<file path="src/intcg_pkg.sv">
package intcg_pkg;

  localparam int unsigned CLK_HZ            = 40_000_000;
  localparam int unsigned CLK_MHZ           = 40;

  localparam int unsigned ADDR_W            = 3;
  localparam int unsigned DATA_W            = 8;
  localparam logic [2:0]  ADDR_CTRL1        = 3'h0;
  localparam logic [2:0]  ADDR_CTRL2        = 3'h1;
  localparam logic [2:0]  ADDR_STATUS       = 3'h2;
  localparam logic [2:0]  ADDR_FILTER       = 3'h3;
  localparam logic [2:0]  ADDR_TRIM         = 3'h4;

  localparam logic [7:0]  CTRL1_RST         = 8'h00;
  localparam logic [7:0]  CTRL2_RST         = 8'h00;
  localparam logic [7:0]  FILTER_RST        = 8'h40;
  localparam logic [7:0]  TRIM_RST          = 8'h80;

  localparam int unsigned ST_LOC_BIT        = 4;
  localparam int unsigned ST_LOCK_BIT       = 3;
  localparam int unsigned ST_LOL_BIT        = 2;
  localparam int unsigned ST_READY_BIT      = 1;
  localparam int unsigned ST_REQ_BIT        = 0;

  localparam int unsigned DBG_HZ            = 8_000_000;
  localparam int unsigned DBG_DIV           = CLK_HZ / DBG_HZ;
  localparam int unsigned INT_REF_HZ        = 243_000;
  localparam logic [8:0]  INT_REF_BASE      = 9'(CLK_HZ / INT_REF_HZ);
  localparam logic [8:0]  TRIM_CENTER       = 9'h080;
  localparam int unsigned RTI_HZ            = 1_000;

  localparam int unsigned REF_TIMEOUT_NS    = 10_000;
  localparam logic [8:0]  REF_TIMEOUT_CYC   = 9'((REF_TIMEOUT_NS * CLK_MHZ) / 1000);

  localparam logic [7:0]  LOCK_TOL          = 8'h02;
  localparam logic [7:0]  UNLOCK_TOL        = 8'h08;
  localparam logic [2:0]  LOCK_RUNS         = 3'h4;
  localparam logic [7:0]  TARGET_STEP_BASE  = 8'h10;

  typedef enum logic [1:0] {
    self_clocked_mode         = 2'b00,
    loop_internal_mode        = 2'b01,
    loop_bypass_external_mode = 2'b10,
    loop_external_mode        = 2'b11
  } intcg_mode_type;

  typedef enum logic [2:0] {
    ST_OFF      = 3'b000,
    ST_SCM      = 3'b001,
    ST_INT_UNLK = 3'b010,
    ST_INT_LOCK = 3'b011,
    ST_BYP      = 3'b100,
    ST_EXT_UNLK = 3'b101,
    ST_EXT_LOCK = 3'b110
  } intcg_state_type;

  typedef struct packed {
    logic           high_gain_select;
    logic           range_high;
    logic           reference_type_select;
    intcg_mode_type clock_mode_field;
    logic           spare;
    logic           loc_disable;
    logic           spare0;
  } intcg_ctrl1_type;

  typedef struct packed {
    logic           lol_reset_en;
    logic [2:0]     multiplier;
    logic           loc_reset_en;
    logic [2:0]     bus_div;
  } intcg_ctrl2_type;

endpackage

</file>
<file path="src/intcg_sync3.sv">
`timescale 1ns/1ps
`default_nettype none
module intcg_sync3 (
  input  wire logic i_clk,
  input  wire logic i_nrst,
  input  wire logic i_async,
  output var  logic o_level
);
  logic s1_q;
  logic s2_q;
  logic s3_q;

  // Level moves only once the two late stages agree
  always_ff @(posedge i_clk or negedge i_nrst)
  begin
    if (!i_nrst)
    begin
      s1_q    <= 1'b0;
      s2_q    <= 1'b0;
      s3_q    <= 1'b0;
      o_level <= 1'b0;
    end
    else
    begin
      s1_q <= i_async;
      s2_q <= s1_q;
      s3_q <= s2_q;
      if (s2_q == s3_q)
        o_level <= s3_q;
    end
  end
endmodule // intcg_sync3
`default_nettype wire

</file>
<file path="src/intcg_pow2_div.sv">
`timescale 1ns/1ps
`default_nettype none
module intcg_pow2_div #(
  parameter int unsigned WIDTH = 7
) (
  input  wire logic       i_clk,
  input  wire logic       i_nrst,
  input  wire logic       i_tick,
  input  wire logic [2:0] i_sel,
  output var  logic       o_pulse
);
  logic [WIDTH-1:0] cnt_q;
  wire  [WIDTH-1:0] mask;
  wire              hit;

  assign mask = WIDTH'((32'h1 << i_sel) - 32'h1);
  assign hit  = (cnt_q & mask) == mask;

  always_ff @(posedge i_clk or negedge i_nrst)
  begin
    if (!i_nrst)
    begin
      cnt_q   <= '0;
      o_pulse <= 1'b0;
    end
    else
    begin
      o_pulse <= i_tick && hit;
      if (i_tick)
        cnt_q <= cnt_q + WIDTH'(1);
    end
  end
endmodule // intcg_pow2_div
`default_nettype wire

</file>
<file path="src/intcg_clock_generator.sv">
// How it works
// - Reset always lands in self-clocked operation
// - Self-clocked: loop open, oscillator follows filter
// - Stop input freezes generator output clock
// - Internal loop mode: unlocked then locked multiple
// - External loop mode: unlocked then locked multiple
// - Bypass mode drives clock from external reference
// - Status shows lock and loss of lock
// - Status shows external reference running
// - Clock or lock loss: reset or interrupt
// - Bus divider: eight powers of two, 1..128
// - Loop output range, bus below half
// - Oscillator setting survives stop
// - Oscillator holds frequency when reference lost
// - Non-running sources cannot be selected
// - Locked loop feeds clock without software
// - First control write reserves oscillator pins when it selects an external mode
// - Low power by default, high gain optional
// - Two crystal ranges or square wave
// - About 8 MHz debug controller clock
// - Trimmable 243 kHz internal reference
// - Fixed-frequency enable output
// - Independent self-clocked real-time interrupt source
// - Two-bit mode field encoding
// - Bypass waits for reference ready
// - Internal first write locks out external modes
//
// The strobed register port and the placing of the registers are this design's own decisions.
`timescale 1ns/1ps
`default_nettype none
module intcg_clock_generator
  import intcg_pkg::*;
#(
  parameter int unsigned RTI_DIV = CLK_HZ / RTI_HZ
) (
  input  wire logic              i_clk,
  input  wire logic              i_nrst,
  input  wire logic [ADDR_W-1:0] i_addr,
  input  wire logic [DATA_W-1:0] i_wr_data,
  input  wire logic              i_wr,
  input  wire logic              i_rd,
  output var  logic [DATA_W-1:0] o_rd_data,
  input  wire logic              i_stop,
  input  wire logic              i_osc_in,
  output var  logic              o_osc_out,
  output var  logic              o_osc_out_oe_n,
  output var  logic              o_osc_in_en,
  output var  logic              o_high_gain,
  output var  logic              o_range_high,
  output var  logic              o_gen_clk,
  output var  logic              o_loop_clk_en,
  output var  logic              o_bus_clk_en,
  output var  logic              o_debug_local_clock_en,
  output var  logic              o_rti_clk_en,
  output var  logic              o_fixed_frequency_enable,
  output var  logic              o_locked,
  output var  logic              o_ext_ref_ready,
  output var  logic              o_reset_req,
  output var  logic              o_irq_req
);

  function automatic logic [7:0] absdiff(input logic [7:0] a, input logic [7:0] b);
    absdiff = (a > b) ? a - b : b - a;
  endfunction

  function automatic intcg_state_type entry_state(input intcg_mode_type m, input logic ready);
    case (m)
      loop_internal_mode:        entry_state = ST_INT_UNLK;
      loop_bypass_external_mode: entry_state = ready ? ST_BYP : ST_SCM;
      loop_external_mode:        entry_state = ready ? ST_EXT_UNLK : ST_SCM;
      default:                   entry_state = ST_SCM;
    endcase
  endfunction

  function automatic intcg_mode_type state_mode(input intcg_state_type s);
    case (s)
      ST_INT_UNLK, ST_INT_LOCK: state_mode = loop_internal_mode;
      ST_BYP:                   state_mode = loop_bypass_external_mode;
      ST_EXT_UNLK, ST_EXT_LOCK: state_mode = loop_external_mode;
      default:                  state_mode = self_clocked_mode;
    endcase
  endfunction

  intcg_ctrl1_type ctrl1_q;
  intcg_ctrl1_type ctrl1_d;
  intcg_ctrl2_type ctrl2_q;
  intcg_state_type state_q;
  intcg_state_type state_d;
  logic            first_done_q;
  logic            pin_reserved_q;
  logic [7:0]      filter_q;
  logic [7:0]      trim_q;
  logic            loc_flag_q;
  logic            lol_flag_q;
  logic [7:0]      acc_q;
  logic [8:0]      ref_to_q;
  logic            ref_ready_q;
  logic            pin_prev_q;
  logic [8:0]      iref_cnt_q;
  logic [2:0]      dbg_cnt_q;
  logic [31:0]     rti_cnt_q;
  logic [7:0]      win_cnt_q;
  logic [2:0]      lock_run_q;
  logic            sel_ext_q;

  wire             pin_level;
  wire             wr_ctrl1;
  wire             wr_ctrl2;
  wire             wr_status;
  wire             wr_filter;
  wire             wr_trim;
  intcg_ctrl1_type wr_ctrl1_val;
  wire [8:0]       acc_sum;
  wire             dco_tick;
  wire             ext_tick;
  wire [8:0]       iref_period;
  wire             iref_tick;
  wire             ext_mode;
  wire             loop_state;
  wire             ref_tick;
  wire [7:0]       target;
  wire [7:0]       err;
  wire             lock_ok;
  wire             lock_lost;
  wire             loc_event;
  wire             lol_event;
  wire             src_tick;
  wire             gen_rise;
  wire             want_ext;
  logic [7:0]      rd_mux;

  intcg_sync3 u_pin_sync (
    .i_clk   (i_clk),
    .i_nrst  (i_nrst),
    .i_async (i_osc_in),
    .o_level (pin_level)
  );

  assign wr_ctrl1     = i_wr && (i_addr == ADDR_CTRL1);
  assign wr_ctrl2     = i_wr && (i_addr == ADDR_CTRL2);
  assign wr_status    = i_wr && (i_addr == ADDR_STATUS);
  assign wr_filter    = i_wr && (i_addr == ADDR_FILTER);
  assign wr_trim      = i_wr && (i_addr == ADDR_TRIM);
  assign wr_ctrl1_val = intcg_ctrl1_type'(i_wr_data);

  // Write-once fields settle on the first write; the pin claim rides on it
  always_comb
  begin
    ctrl1_d = ctrl1_q;
    if (wr_ctrl1 && !first_done_q)
      ctrl1_d = wr_ctrl1_val;
    else if (wr_ctrl1)
    begin
      if (pin_reserved_q || !wr_ctrl1_val.clock_mode_field[1])
        ctrl1_d.clock_mode_field = wr_ctrl1_val.clock_mode_field;
      ctrl1_d.loc_disable = wr_ctrl1_val.loc_disable;
    end
  end

  // Phase accumulator stands in for the controlled oscillator
  assign acc_sum  = {1'b0, acc_q} + {1'b0, filter_q};
  assign dco_tick = acc_sum[8];
  assign ext_tick = pin_level && !pin_prev_q && pin_reserved_q;

  // Trim moves the reference period around its nominal count
  assign iref_period = INT_REF_BASE + {1'b0, trim_q} - TRIM_CENTER;
  assign iref_tick   = (iref_cnt_q >= iref_period - 9'h001);

  assign ext_mode   = (state_q == ST_BYP) || (state_q == ST_EXT_UNLK) || (state_q == ST_EXT_LOCK);
  assign loop_state = (state_q == ST_INT_UNLK) || (state_q == ST_INT_LOCK) ||
                      (state_q == ST_EXT_UNLK) || (state_q == ST_EXT_LOCK);
  // A lost reference gives no ticks, so the oscillator word stays put
  assign ref_tick   = loop_state && (ext_mode ? ext_tick : iref_tick);
  assign target     = {ctrl2_q.multiplier, 4'h0} + TARGET_STEP_BASE;
  assign err        = absdiff(win_cnt_q, target);
  assign lock_ok    = (lock_run_q == LOCK_RUNS);
  assign lock_lost  = ref_tick && (err > UNLOCK_TOL);

  assign loc_event = ext_mode && !ref_ready_q && !ctrl1_q.loc_disable;
  assign lol_event = ((state_q == ST_INT_LOCK) || (state_q == ST_EXT_LOCK)) && lock_lost;

  // Generator clock toggles on the selected tick; off state gates ticks
  assign want_ext = (state_q == ST_BYP);
  assign src_tick = (state_q != ST_OFF) && (sel_ext_q ? ext_tick : dco_tick);
  assign gen_rise = src_tick && !o_gen_clk;

  // Mode changes re-enter through the entry map so dead sources stay out
  always_comb
  begin
    state_d = state_q;
    case (state_q)
      ST_OFF:
        state_d = entry_state(ctrl1_q.clock_mode_field, ref_ready_q);
      ST_SCM:
        state_d = entry_state(ctrl1_q.clock_mode_field, ref_ready_q);
      ST_INT_UNLK:
        if (ctrl1_q.clock_mode_field != loop_internal_mode)
          state_d = entry_state(ctrl1_q.clock_mode_field, ref_ready_q);
        else if (lock_ok)
          state_d = ST_INT_LOCK;
      ST_INT_LOCK:
        if (ctrl1_q.clock_mode_field != loop_internal_mode)
          state_d = entry_state(ctrl1_q.clock_mode_field, ref_ready_q);
        else if (lock_lost)
          state_d = ST_INT_UNLK;
      ST_BYP:
        if (!ref_ready_q)
          state_d = ST_SCM;
        else if (ctrl1_q.clock_mode_field != loop_bypass_external_mode)
          state_d = entry_state(ctrl1_q.clock_mode_field, ref_ready_q);
      ST_EXT_UNLK:
        if (!ref_ready_q)
          state_d = ST_SCM;
        else if (ctrl1_q.clock_mode_field != loop_external_mode)
          state_d = entry_state(ctrl1_q.clock_mode_field, ref_ready_q);
        else if (lock_ok)
          state_d = ST_EXT_LOCK;
      ST_EXT_LOCK:
        if (!ref_ready_q)
          state_d = ST_SCM;
        else if (ctrl1_q.clock_mode_field != loop_external_mode)
          state_d = entry_state(ctrl1_q.clock_mode_field, ref_ready_q);
        else if (lock_lost)
          state_d = ST_EXT_UNLK;
      default:
        state_d = ST_SCM;
    endcase
    if (i_stop)
      state_d = ST_OFF;
  end

  always_comb
  begin
    rd_mux = 8'h00;
    if (i_addr == ADDR_CTRL1)
      rd_mux = ctrl1_q;
    else if (i_addr == ADDR_CTRL2)
      rd_mux = ctrl2_q;
    else if (i_addr == ADDR_STATUS)
    begin
      rd_mux[ST_LOC_BIT]   = loc_flag_q;
      rd_mux[ST_LOCK_BIT]  = o_locked;
      rd_mux[ST_LOL_BIT]   = lol_flag_q;
      rd_mux[ST_READY_BIT] = ref_ready_q;
      rd_mux[ST_REQ_BIT]   = loc_flag_q || lol_flag_q;
    end
    else if (i_addr == ADDR_FILTER)
      rd_mux = filter_q;
    else if (i_addr == ADDR_TRIM)
      rd_mux = trim_q;
  end

  always_ff @(posedge i_clk or negedge i_nrst)
  begin
    if (!i_nrst)
    begin
      ctrl1_q        <= intcg_ctrl1_type'(CTRL1_RST);
      ctrl2_q        <= intcg_ctrl2_type'(CTRL2_RST);
      first_done_q   <= 1'b0;
      pin_reserved_q <= 1'b0;
      trim_q         <= TRIM_RST;
      o_rd_data      <= 8'h00;
    end
    else
    begin
      ctrl1_q <= ctrl1_d;
      if (wr_ctrl1 && !first_done_q)
      begin
        first_done_q   <= 1'b1;
        pin_reserved_q <= wr_ctrl1_val.clock_mode_field[1];
      end
      if (wr_ctrl2)
        ctrl2_q <= intcg_ctrl2_type'(i_wr_data);
      if (wr_trim)
        trim_q <= i_wr_data;
      o_rd_data <= i_rd ? rd_mux : 8'h00;
    end
  end

  // Filter word is the oscillator setting; only the loop and writes in self-clocked state touch it, not stop
  always_ff @(posedge i_clk or negedge i_nrst)
  begin
    if (!i_nrst)
    begin
      state_q    <= ST_SCM;
      filter_q   <= FILTER_RST;
      acc_q      <= 8'h00;
      win_cnt_q  <= 8'h00;
      lock_run_q <= 3'h0;
    end
    else
    begin
      state_q <= state_d;
      acc_q   <= acc_sum[7:0];
      if (wr_filter && (state_q == ST_SCM))
        filter_q <= i_wr_data;
      else if (ref_tick && (win_cnt_q < target) && (filter_q != 8'hFF))
        filter_q <= filter_q + 8'h01;
      else if (ref_tick && (win_cnt_q > target) && (filter_q != 8'h00))
        filter_q <= filter_q - 8'h01;
      if (ref_tick)
        win_cnt_q <= 8'h00;
      else if (dco_tick && (win_cnt_q != 8'hFF))
        win_cnt_q <= win_cnt_q + 8'h01;
      if (!loop_state)
        lock_run_q <= 3'h0;
      else if (ref_tick && (err <= LOCK_TOL) && !lock_ok)
        lock_run_q <= lock_run_q + 3'h1;
      else if (ref_tick && (err > LOCK_TOL))
        lock_run_q <= 3'h0;
    end
  end

  // External reference watchdog; ready drops if edges stop arriving
  always_ff @(posedge i_clk or negedge i_nrst)
  begin
    if (!i_nrst)
    begin
      pin_prev_q  <= 1'b0;
      ref_to_q    <= 9'h000;
      ref_ready_q <= 1'b0;
    end
    else
    begin
      pin_prev_q <= pin_level;
      if (ext_tick)
      begin
        ref_to_q    <= 9'h000;
        ref_ready_q <= 1'b1;
      end
      else if (ref_to_q >= REF_TIMEOUT_CYC - 9'h001)
        ref_ready_q <= 1'b0;
      else
        ref_to_q <= ref_to_q + 9'h001;
    end
  end

  // Events beat a same-cycle clear; clear is write one
  always_ff @(posedge i_clk or negedge i_nrst)
  begin
    if (!i_nrst)
    begin
      loc_flag_q  <= 1'b0;
      lol_flag_q  <= 1'b0;
      o_reset_req <= 1'b0;
      o_irq_req   <= 1'b0;
    end
    else
    begin
      loc_flag_q  <= loc_event || (loc_flag_q && !(wr_status && i_wr_data[ST_LOC_BIT]));
      lol_flag_q  <= lol_event || (lol_flag_q && !(wr_status && i_wr_data[ST_LOL_BIT]));
      o_reset_req <= (loc_event && ctrl2_q.loc_reset_en) || (lol_event && ctrl2_q.lol_reset_en);
      o_irq_req   <= (loc_flag_q && !ctrl2_q.loc_reset_en) || (lol_flag_q && !ctrl2_q.lol_reset_en);
    end
  end

  // Source swap waits for the old tick that ends a high half, or for the off state with the clock low
  always_ff @(posedge i_clk or negedge i_nrst)
  begin
    if (!i_nrst)
    begin
      o_gen_clk     <= 1'b0;
      sel_ext_q     <= 1'b0;
      o_loop_clk_en <= 1'b0;
    end
    else
    begin
      o_loop_clk_en <= dco_tick && (state_q != ST_OFF);
      if (src_tick)
        o_gen_clk <= !o_gen_clk;
      // A dead external source never ends its own half, so it is dropped at once
      if ((sel_ext_q != want_ext) &&
          (((src_tick || (state_q == ST_OFF)) && (o_gen_clk == src_tick)) || (sel_ext_q && !ref_ready_q)))
        sel_ext_q <= want_ext;
    end
  end

  intcg_pow2_div #(
    .WIDTH (7)
  ) u_bus_div (
    .i_clk   (i_clk),
    .i_nrst  (i_nrst),
    .i_tick  (gen_rise),
    .i_sel   (ctrl2_q.bus_div),
    .o_pulse (o_bus_clk_en)
  );

  // Side clocks are independent of mode and of stop
  always_ff @(posedge i_clk or negedge i_nrst)
  begin
    if (!i_nrst)
    begin
      iref_cnt_q             <= 9'h000;
      dbg_cnt_q              <= 3'h0;
      rti_cnt_q              <= 32'h0;
      o_debug_local_clock_en <= 1'b0;
      o_rti_clk_en           <= 1'b0;
    end
    else
    begin
      iref_cnt_q             <= iref_tick ? 9'h000 : iref_cnt_q + 9'h001;
      dbg_cnt_q              <= (dbg_cnt_q == 3'(DBG_DIV - 1)) ? 3'h0 : dbg_cnt_q + 3'h1;
      o_debug_local_clock_en <= (dbg_cnt_q == 3'(DBG_DIV - 1));
      rti_cnt_q              <= (rti_cnt_q == RTI_DIV - 1) ? 32'h0 : rti_cnt_q + 32'h1;
      o_rti_clk_en           <= (rti_cnt_q == RTI_DIV - 1);
    end
  end

  // Pin and oscillator controls
  always_ff @(posedge i_clk or negedge i_nrst)
  begin
    if (!i_nrst)
    begin
      o_osc_out                <= 1'b0;
      o_osc_out_oe_n           <= 1'b1;
      o_osc_in_en              <= 1'b0;
      o_high_gain              <= 1'b0;
      o_range_high             <= 1'b0;
      o_fixed_frequency_enable <= 1'b0;
      o_locked                 <= 1'b0;
      o_ext_ref_ready          <= 1'b0;
    end
    else
    begin
      o_osc_out                <= !pin_level;
      o_osc_out_oe_n           <= !(pin_reserved_q && ctrl1_q.reference_type_select);
      o_osc_in_en              <= pin_reserved_q;
      o_high_gain              <= ctrl1_q.high_gain_select;
      o_range_high             <= ctrl1_q.range_high;
      o_fixed_frequency_enable <= ext_mode;
      o_locked                 <= (state_q == ST_INT_LOCK) || (state_q == ST_EXT_LOCK);
      o_ext_ref_ready          <= ref_ready_q;
    end
  end

endmodule // intcg_clock_generator
`default_nettype wire

</file>
<file path="config.mk">
export PLATFORM = sky130hd
export DESIGN_NAME = intcg_clock_generator
export DESIGN_NICKNAME = d
export VERILOG_FILES = /design/src/intcg_pkg.sv /design/src/intcg_sync3.sv /design/src/intcg_pow2_div.sv /design/src/intcg_clock_generator.sv
export SDC_FILE = /design/constraint.sdc
export NUM_CORES = 1
export LEC_CHECK = 0
export BUFFER_PORTS_ARGS = -buffer_cell sky130_fd_sc_hd__buf_2
export CORE_MARGIN = 2
export CORE_UTILIZATION = 58
export DETAILED_ROUTE_END_ITERATION = 12
export PLACE_DENSITY = 0.82
export SLEW_MARGIN = 10
export SYNTH_ARGS = -nofsm -noshare
export SYNTH_HDL_FRONTEND = slang
export SYNTH_SLANG_ARGS = --single-unit
</file>
<file path="constraint.sdc">
create_clock -name i_clk -period 6.9 [get_ports i_clk]
set_input_delay 0.345 -clock i_clk [delete_from_list [all_inputs] [get_ports i_clk]]
set_output_delay 0.345 -clock i_clk [all_outputs]
set_load 0.01 [all_outputs]
</file>
### Word-level counts from Yosys, hierarchy flattened

Cells that the tools add are included.

| word-level totals | value |
|---|---|
| bits of input ports | 17 |
| register bits after elaboration | 148 |
| word-level logic and storage cells | 232 |

| operators by class | value |
|---|---|
| mux-type cells | 48 |
| shift operators | 1 |
| reductions and logical operators | 77 |
| $lt $le $gt $ge | 7 |
| equal/unequal tests | 32 |
| bitwise operators | 1 |
| add/sub/neg operators | 17 |

Operators by type and width:

| cell | count |
|---|---|
| $mux W8 | 11 |
| $mux W3 | 20 |
| $logic_and A1 B1 Y1 | 38 |
| $add A32 B1 Y32 const B | 1 |
| $eq A32 B16 Y1 const B | 1 |
| $mux W32 | 1 |
| $mux W9 | 3 |
| $add A9 B1 Y9 const B | 2 |
| $eq A3 B3 Y1 const B | 6 |
| $pmux W3 S3 | 2 |
| $pmux W3 S6 | 1 |
| $add A8 B1 Y8 const B | 2 |
| $ne A8 B8 Y1 const B | 2 |
| $sub A8 B8 Y8 | 2 |
| $logic_or A1 B1 Y1 | 14 |
| $logic_not A1 Y1 | 13 |
| $eq A3 B2 Y1 const B | 4 |
| $add A8 B8 Y9 | 1 |
| $add A8 B8 Y9 const A | 1 |
| $ge A9 B9 Y1 | 1 |
| $ge A9 B9 Y1 const B | 1 |
| $sub A9 B1 Y9 const B | 1 |
| $sub A9 B8 Y9 const B | 1 |
| $add A7 B5 Y8 const B | 1 |
| 34 further kinds | 53 |

### Depth between registers and ports, before layout

Gate-level depths: netlist (run 1).

| logic depth | value |
|---|---|
| depth after elaboration | 12 |
| depth in mapped cells | 24 |
| depth with buffers taken out | 23 |

### By module

A second synthesis (run 1) with hierarchy kept.

| unflattened totals | value |
|---|---|
| cell total of the unflattened synthesis | 821 |
| area, all modules | 8169.1 um^2 |

By module, submodules not included:

| module | area each (um^2) | instances | cells each |
|---|---|---|---|
| intcg_clock_generator | 7598.5 | 1 | 771 |
| intcg_pow2_div | 459.2 | 1 | 45 |
| intcg_sync3 | 111.4 | 1 | 5 |

### Worst setup path after synthesis (run 1)

No wires, ideal clock.

| path | value |
|---|---|
| path kind | register -> register |
| from | register trim_q[0] |
| to | register filter_q[7] |
| required time | 6.780 ns |
| cell stages (with the launch flop) | 25 |
| period minus slack after synthesis | 4.449 ns |
| path slack | 2.451 ns |
| buffers on the path | 1 |
| arrival | 4.329 ns |
| path through | dfrtp_1 inv_1 ha_1 nor2_1 nand2_1 nand2_1 xnor2_1 ha_1 a21o_1 a21o_1 a21oi_1 o21ai_0 inv_1 nand2_1 clkbuf_1 nand2_1 ha_1 a21o_1 a21oi_1 nor2b_1 o21a_1 o41a_1 mux2i_1 mux2i_1 nor2_1 |

| between the ends | value |
|---|---|
| word-level cells in the longest chain between the ends | 10 |
| elaborated cells on any way between the ends | 13 |
| classes of those cells | add/sub: 3; order compare: 1; mux: 3; reduce/logical: 6 |

Ends and longest elaborated chain:

| item | RTL line | RTL |
|---|---|---|
| start, declared | intcg_clock_generator.sv:92 | `logic [7:0] trim_q;` |
| start signal, assigned | intcg_clock_generator.sv:275 | `trim_q <= i_wr_data;` |
| $add A8 B8 Y9 * | intcg_clock_generator.sv:166 | `assign iref_period = INT_REF_BASE + {1'b0, trim_q} - TRIM_CENTER;` |
| $sub A9 B8 Y9 * | intcg_clock_generator.sv:166 |  |
| $sub A9 B1 Y9 * | intcg_clock_generator.sv:167 | `assign iref_tick = (iref_cnt_q >= iref_period - 9'h001);` |
| $ge A9 B9 Y1 * | intcg_clock_generator.sv:167 |  |
| $mux W1 * | intcg_clock_generator.sv:173 | `assign ref_tick = loop_state && (ext_mode ? ext_tick : iref_tick);` |
| $logic_and A1 B1 Y1 * | intcg_clock_generator.sv:173 |  |
| $logic_and A1 B1 Y1 (2 in a row) | intcg_clock_generator.sv:297 | `else if (ref_tick && (win_cnt_q < target) && (filter_q != 8'hFF))` |
| $mux W8 | intcg_clock_generator.sv:297 |  |
| $mux W8 | intcg_clock_generator.sv:295 | `if (wr_filter && (state_q == ST_SCM))` |
| end signal, assigned | intcg_clock_generator.sv:296 | `filter_q <= i_wr_data;` |
| end signal, assigned | intcg_clock_generator.sv:298 | `filter_q <= filter_q + 8'h01;` |
| end signal, assigned | intcg_clock_generator.sv:300 | `filter_q <= filter_q - 8'h01;` |
| end, declared | intcg_clock_generator.sv:91 | `logic [7:0] filter_q;` |

Mark *: on every way between the ends. The rest lies on a longest branch, timed or not.
A chain may end at the register's enable or synchronous reset.

### Worst setup path after layout (run 1)

Ends and elaborated chain as after synthesis.

==> flow_summary.json, run 1 <==
{
  "outcome": "complete, no violations",
  "overflow": 0,
  "cp_max_fo": 13,
  "postSynthAreaPerCell_um2": 10.1,
  "nets": 916,
  "post-dp-hpwl_mm": 11.8,
  "synthArstFlopShare_pct": 100,
  "syn_inst": 804,
  "nFillCells": 1070,
  "power-per-cell-area_nw_per_um2": 378,
  "drt-vias-per-instance": 5.82,
  "grt_pass1_vias": 5646,
  "port_buffers": 39,
  "fin_crit_ps": 4980,
  "period_share_pct": 72.2,
  "setup_viol": 0,
  "worst_slack_ps": 1920,
  "synth-edff-count": 0,
  "n_antenna_cell": 0,
  "drt-pass1-iter-count": 5,
  "grt_pass1_wl_mm": 27.5,
  "fp.dieW_um": 122,
  "htree_levels": 4,
  "min_path_cells": 1,
  "synth_seq_area_share_pct": 45.7,
  "drv_cap": 0,
  "final_hold_viol_count": 0,
  "fin_skew_ps": 8.69,
  "p_leak_nw": 4.25,
  "via_count": 6055,
  "final_common_cell": "dfrtp_1",
  "fp.dieH_um": 122,
  "synthFlopType": "dfrtp_1",
  "layout_common_cells": "dfrtp_1, nor2_1, nand2_1",
  "core_area_um2": 13800,
  "drv_slew": 0,
  "grt_start_max_net_pins": 82,
  "min_path_type": "primary input to flop",
  "num_rows": 43,
  "drive_gt1_share_pct": 12.6,
  "relSlewSlack_pct": 44.6,
  "clockBufferDepth": 2,
  "synth_seq_cells": 148,
  "critPathLaunchType": "flop",
  "initial_core_util_pct": 58.9,
  "ir_worst_vdd_mv": 0.315,
  "arrival_ps": 5280,
  "antenna_found_initial": 0,
  "drt_drc_violations_left": 0,
  "place_ws_ps": 2030,
  "wl_mm": 16.6,
  "tightest_slew_ps": 832,
  "path_class": "flop to flop",
  "tns_ps": 0,
  "pin_count": 40,
  "yosys_warnings": 0,
  "largest_register_ffs": 32,
  "antenna_left": 0,
  "ys_types": 68,
  "area_growth_pct": 12.3,
  "place.gp.congestion": 0.853,
  "crit_path_end_kind": "flop",
  "clk_pin_slew_ps": 60,
  "top_regs": "rti_cnt_q: 32 flops, iref_cnt_q: 9 flops, ref_to_q: 9 flops",
  "syn-num-nets": 873,
  "wl_per_cell_um": 15.9,
  "clockRootBuffer": "clkbuf_16",
  "first_iter_violations": 402,
  "reg2reg_depth": 23,
  "clk_latency_ps": 420,
  "fmax_mhz": 201,
  "netlist_area_um2": 8120,
  "grt_usage_pct": 23.5,
  "rsz0062_at_grt": "no",
  "cts-buffers-inserted": 17,
  "clock_sinks": 148,
  "worst-endpoint-required_ps": 7200,
  "die_area_um2": 15000,
  "largest_register": "rti_cnt_q",
  "cts_tree": "built"
}
==> power by group <==
group / leakage (nW) / switching [mW] / internal (mW)
Clock: 0.303 / 0.353 / 0.614
Combinational: 2.07 / 0.649 / 0.564
Sequential: 1.88 / 0.213 / 1.05
==> layer usage <==
layer	track usage, %	wire (um)	share of wire, %	vias up
met5	0	0	0	-
met4	6.11	233	1.4	0
met3	5.86	837	5.1	17
met2	38.2	8030	48	135
met1	31.7	7470	45	2994
li1	-	-	-	2909
==> cells in the mapped netlist, types with 14 or more instances <==
master,n,area share [%]
nand3_1,32,2.0
dfrtp_1,144,44
mux2_2,16,2.2
xor2_1,36,3.9
nor3_1,14,0.86
nand4_1,25,1.9
xnor2_1,44,4.7
a21oi_1,39,2.4
and3_1,14,1.1
nor2_1,86,4.0
nand2_1,54,2.5
o21ai_0,33,2.0
nor2b_1,15,1.2
inv_1,45,2.1
ha_1,49,7.6
==> logic make-up after synthesis <==
kind of cell,after synthesis,share of synthesized area (%)
compound gates,138,11.3
xor+xnor,80,8.63
fa+ha+maj,53,8.42
buf+inv,64,3.14
flops,148,45.7
mux,33,4.96
simple gates,288,17.9
==> area by class of cell <==
type | count | area (um2) | area share [%]
Multi-Input combinational cell | 592 | 4150 | 45.6
Sequential cell | 148 | 3710 | 40.7
Clock inverter | 13 | 181 | 1.99
Inverter | 45 | 169 | 1.85
Tap cell | 180 | 225 | 2.47
Clock buffer | 19 | 443 | 4.86
Timing Repair Buffer | 43 | 234 | 2.57
==> what timing repair did <==
item	CTS	global route
hold endpoints to repair	58	0
hold buffers	1	0
setup buffers	0	0
resized for setup	0	0
==> path summary, 6_finish.rpt <==
path                            startpoint               to  slack, ps
min in group asynchronous           i_nrst    iref_cnt_q[1]        500
min                               i_osc_in  u_pin_sync.s1_q         30
max in group asynchronous           i_nrst      ref_to_q[4]       5020
min reg2reg                u_pin_sync.s1_q  u_pin_sync.s2_q        360
max                              trim_q[0]      filter_q[7]       1920
max reg2reg                      trim_q[0]      filter_q[7]       1920
==> worst max-delay path, cell delays in order, from the launching register on <==
cell,delay [ps]
dfrtp_1,380
inv_1,90
ha_1,240
nor2_1,200
nand2_1,90
nand2_1,100
xnor2_1,70
ha_1,300
a21o_1,110
a21o_1,100
a21oi_1,70
o21ai_0,500
inv_1,120
nand2_1,380
nand2_1,320
ha_1,360
a21o_1,150
a21oi_1,220
nor2b_1,90
o21a_1,190
o41a_1,320
mux2i_1,180
mux2i_1,200
nor2_1,60
==> through the flow <==
stage	hold slack (ps)	total power [mW]	instance area (um2)	util, %	cells
4_1_cts	17.0	3.46	9110	66.2	1040
3_3_place_gp	339	2.43	8480	61.6	1007
3_5_place_dp	344	2.48	8480	61.6	1007
6_report	32.2	3.45	9110	66.2	1040
2_1_floorplan	49.4	2.19	8120	-	804
5_1_grt	17.0	3.69	9110	66.2	1040
Note: power is estimated with default switching activity, not from simulation.
==> run 2: changes to the inputs <==
==> constraint.sdc (replaced) <==
create_clock -name i_clk -period 5.2 [get_ports i_clk]
set_input_delay 0.26 -clock i_clk [delete_from_list [all_inputs] [get_ports i_clk]]
set_output_delay 0.26 -clock i_clk [all_outputs]
set_load 0.01 [all_outputs]
==> flow_summary.json, run 2 (synthesis gave the netlist of run 1 again) <==
{
  "cpPeakStageDelay_ps": 510,
  "final_common_cell": "dfrtp_1",
  "area_growth_pct": 12.0,
  "cts-buffers-inserted": 17,
  "wl_per_cell_um": 15.9,
  "wl_met2_mm": 7.72,
  "final_hold_viol_count": 0,
  "fp.dieH_um": 122,
  "core_area_um2": 13800,
  "min_path_type": "primary input to flop",
  "num_rows": 43,
  "fin_skew_ps": 8.34,
  "place_ws_ps": 530,
  "clockBufferDepth": 2,
  "outcome": "complete, no violations",
  "clockRootBuffer": "clkbuf_16",
  "cts_tree": "built",
  "clock_sinks": 148,
  "place.gp.congestion": 0.872,
  "overflow": 0,
  "r2r_start": "trim_q[0]",
  "first_iter_violations": 464,
  "largest_register": "rti_cnt_q",
  "crit_path_end_kind": "flop",
  "highest_layer": "met4",
  "htree_levels": 4,
  "power-per-cell-area_nw_per_um2": 492,
  "grt_start_max_net_pins": 103,
  "cts_resized": 0,
  "drive_gt1_share_pct": 12.4,
  "grt_usage_pct": 23.5,
  "drt-vias-per-instance": 5.82,
  "top_regs": "rti_cnt_q: 32 flops, iref_cnt_q: 9 flops, ref_to_q: 9 flops",
  "design_area_um2": 9090,
  "post_dp_cell_area_um2": 8490,
  "grt_pass1_vias": 5752,
  "tns_ps": 0,
  "layout_common_cells": "dfrtp_1, nor2_1, nand2_1",
  "min-delay-start": "i_stop",
  "wl_mm": 16.6,
  "reg2reg_depth": 24,
  "crit-reg2reg-capture": "filter_q[7]",
  "antenna_found_initial": 0,
  "clk_pin_slew_ps": 60,
  "fmax_mhz": 211,
  "post-dp-hpwl_mm": 11.7,
  "p_leak_nw": 4.23,
  "regToRegSetupSlack_ps": 460,
  "fp.dieW_um": 122,
  "whs_endpoint": "state_q[1]",
  "drv_cap": 0,
  "arrival_ps": 5050,
  "crit_slowest_cell": "o21ai_0",
  "cp_common_cell": "nand2_1",
  "drv_slew": 0,
  "fin_crit_ps": 4740,
  "wl_met1_mm": 7.47,
  "antenna_left": 0,
  "setup_viol": 0,
  "nets": 918,
  "tightest_slew_ps": 937,
  "via_count": 6064,
  "initial_core_util_pct": 58.9,
  "n_antenna_cell": 0,
  "port_buffers": 39,
  "rsz0062_at_grt": "no",
  "die_area_um2": 15000,
  "critPathLaunchType": "flop",
  "drt-pass1-iter-count": 5,
  "pin_count": 40,
  "largest_register_ffs": 32,
  "path_class": "flop to flop",
  "period_share_pct": 91.1,
  "cp_max_fo": 13,
  "relSlewSlack_pct": 37.6,
  "crit_path_cell_trace": "inv_1 -> ha_1 -> nor2_1 -> nand2_1 -> nand2_1 -> xnor2_1 -> ha_1 -> a21o_1 -> a21o_1 -> a21oi_1 -> o21ai_0 -> inv_1 -> nand2_1 -> buf_4 -> nand2_1 -> ha_1 -> a21o_1 -> a21oi_1 -> nor2b_1 -> o21a_1 -> o41a_1 -> mux2i_1 -> mux2i_1 -> nor2_1",
  "wl_met3_um": 913,
  "min_path_cells": 2,
  "worst_slack_ps": 461,
  "nFillCells": 1089,
  "grt_pass1_wl_mm": 27.5,
  "ir_worst_vdd_mv": 0.422,
  "drt_drc_violations_left": 0,
  "clk_latency_ps": 430,
  "worst-endpoint-required_ps": 5510
}
[run 2: changes by cell type in the layout (fill, tap and decap cells not counted), sizes merged]
cell,change
clkinv,-2
clkbuf,+4
clkinvlp,+1
bufinv,-2
dlygate4sd3,+1
buf,+1
inv,-1
[run 2: cell type report]
cell class	count	area (um2)	area share [%]
Tap cell	180	225	2.48
Inverter	45	169	1.86
Clock buffer	23	478	5.26
Timing Repair Buffer	45	251	2.77
Clock inverter	9	103	1.13
Sequential cell	148	3710	40.8
Multi-Input combinational cell	592	4150	45.7
[run 2: critical path, delay by kind of cell (launching register included)]
family	cells	cell delay, ps
AO/OA/AOI/OAI	8	1650
XOR/XNOR	1	80
adder cells (fa/ha/maj)	3	880
buffers and inverters	3	410
flip-flops	1	390
multiplexers	2	370
AND/OR/NAND/NOR	7	840
[run 2: worst max path at each step]
| stage | from | end | slack, ps | depth (start not counted) |
|---|---|---|---|---|
| 2_1_floorplan | trim_q[0] | filter_q[7] | 750 | 24 |
| 3_3_place_gp | trim_q[0] | filter_q[7] | 700 | 24 |
| 3_5_place_dp | trim_q[0] | filter_q[7] | 530 | 24 |
| 4_1_cts | trim_q[0] | filter_q[7] | 470 | 24 |
| 5_1_grt | trim_q[0] | filter_q[7] | 80 | 24 |
| 6_report | trim_q[0] | filter_q[7] | 460 | 24 |
[run 2: stage by stage]
step / hold WS, ps / power, mW / std cells / util (%)
after floorplan: -35.6 / 2.90 / 804 / -
after global placement: 340 / 3.22 / 1008 / 61.6
after detailed placement: 348 / 3.28 / 1008 / 61.6
after CTS: 69.7 / 4.49 / 1042 / 66.0
after global routing: 97.2 / 4.78 / 1042 / 66.0
final: 87.3 / 4.47 / 1042 / 66.0
[run 2: repair_timing]
action / CTS / global route
setup buffers: 0 / 0
hold endpoints to repair: 49 / 0
hold buffers: 2 / 0
[run 2: metal layers]
| layer | vias up | global-route usage, % |
|---|---|---|
| met5 | - | 0 |
| met4 | 0 | 10.1 |
| met3 | 42 | 5.76 |
| met2 | 188 | 36.8 |
| met1 | 2911 | 31.4 |
| li1 | 2923 | - |
[run 2: power by group]
part	switching [mW]	internal, mW	total [mW]
clock network	0.452	0.740	1.19
logic	0.848	0.748	1.60
registers	0.281	1.40	1.68
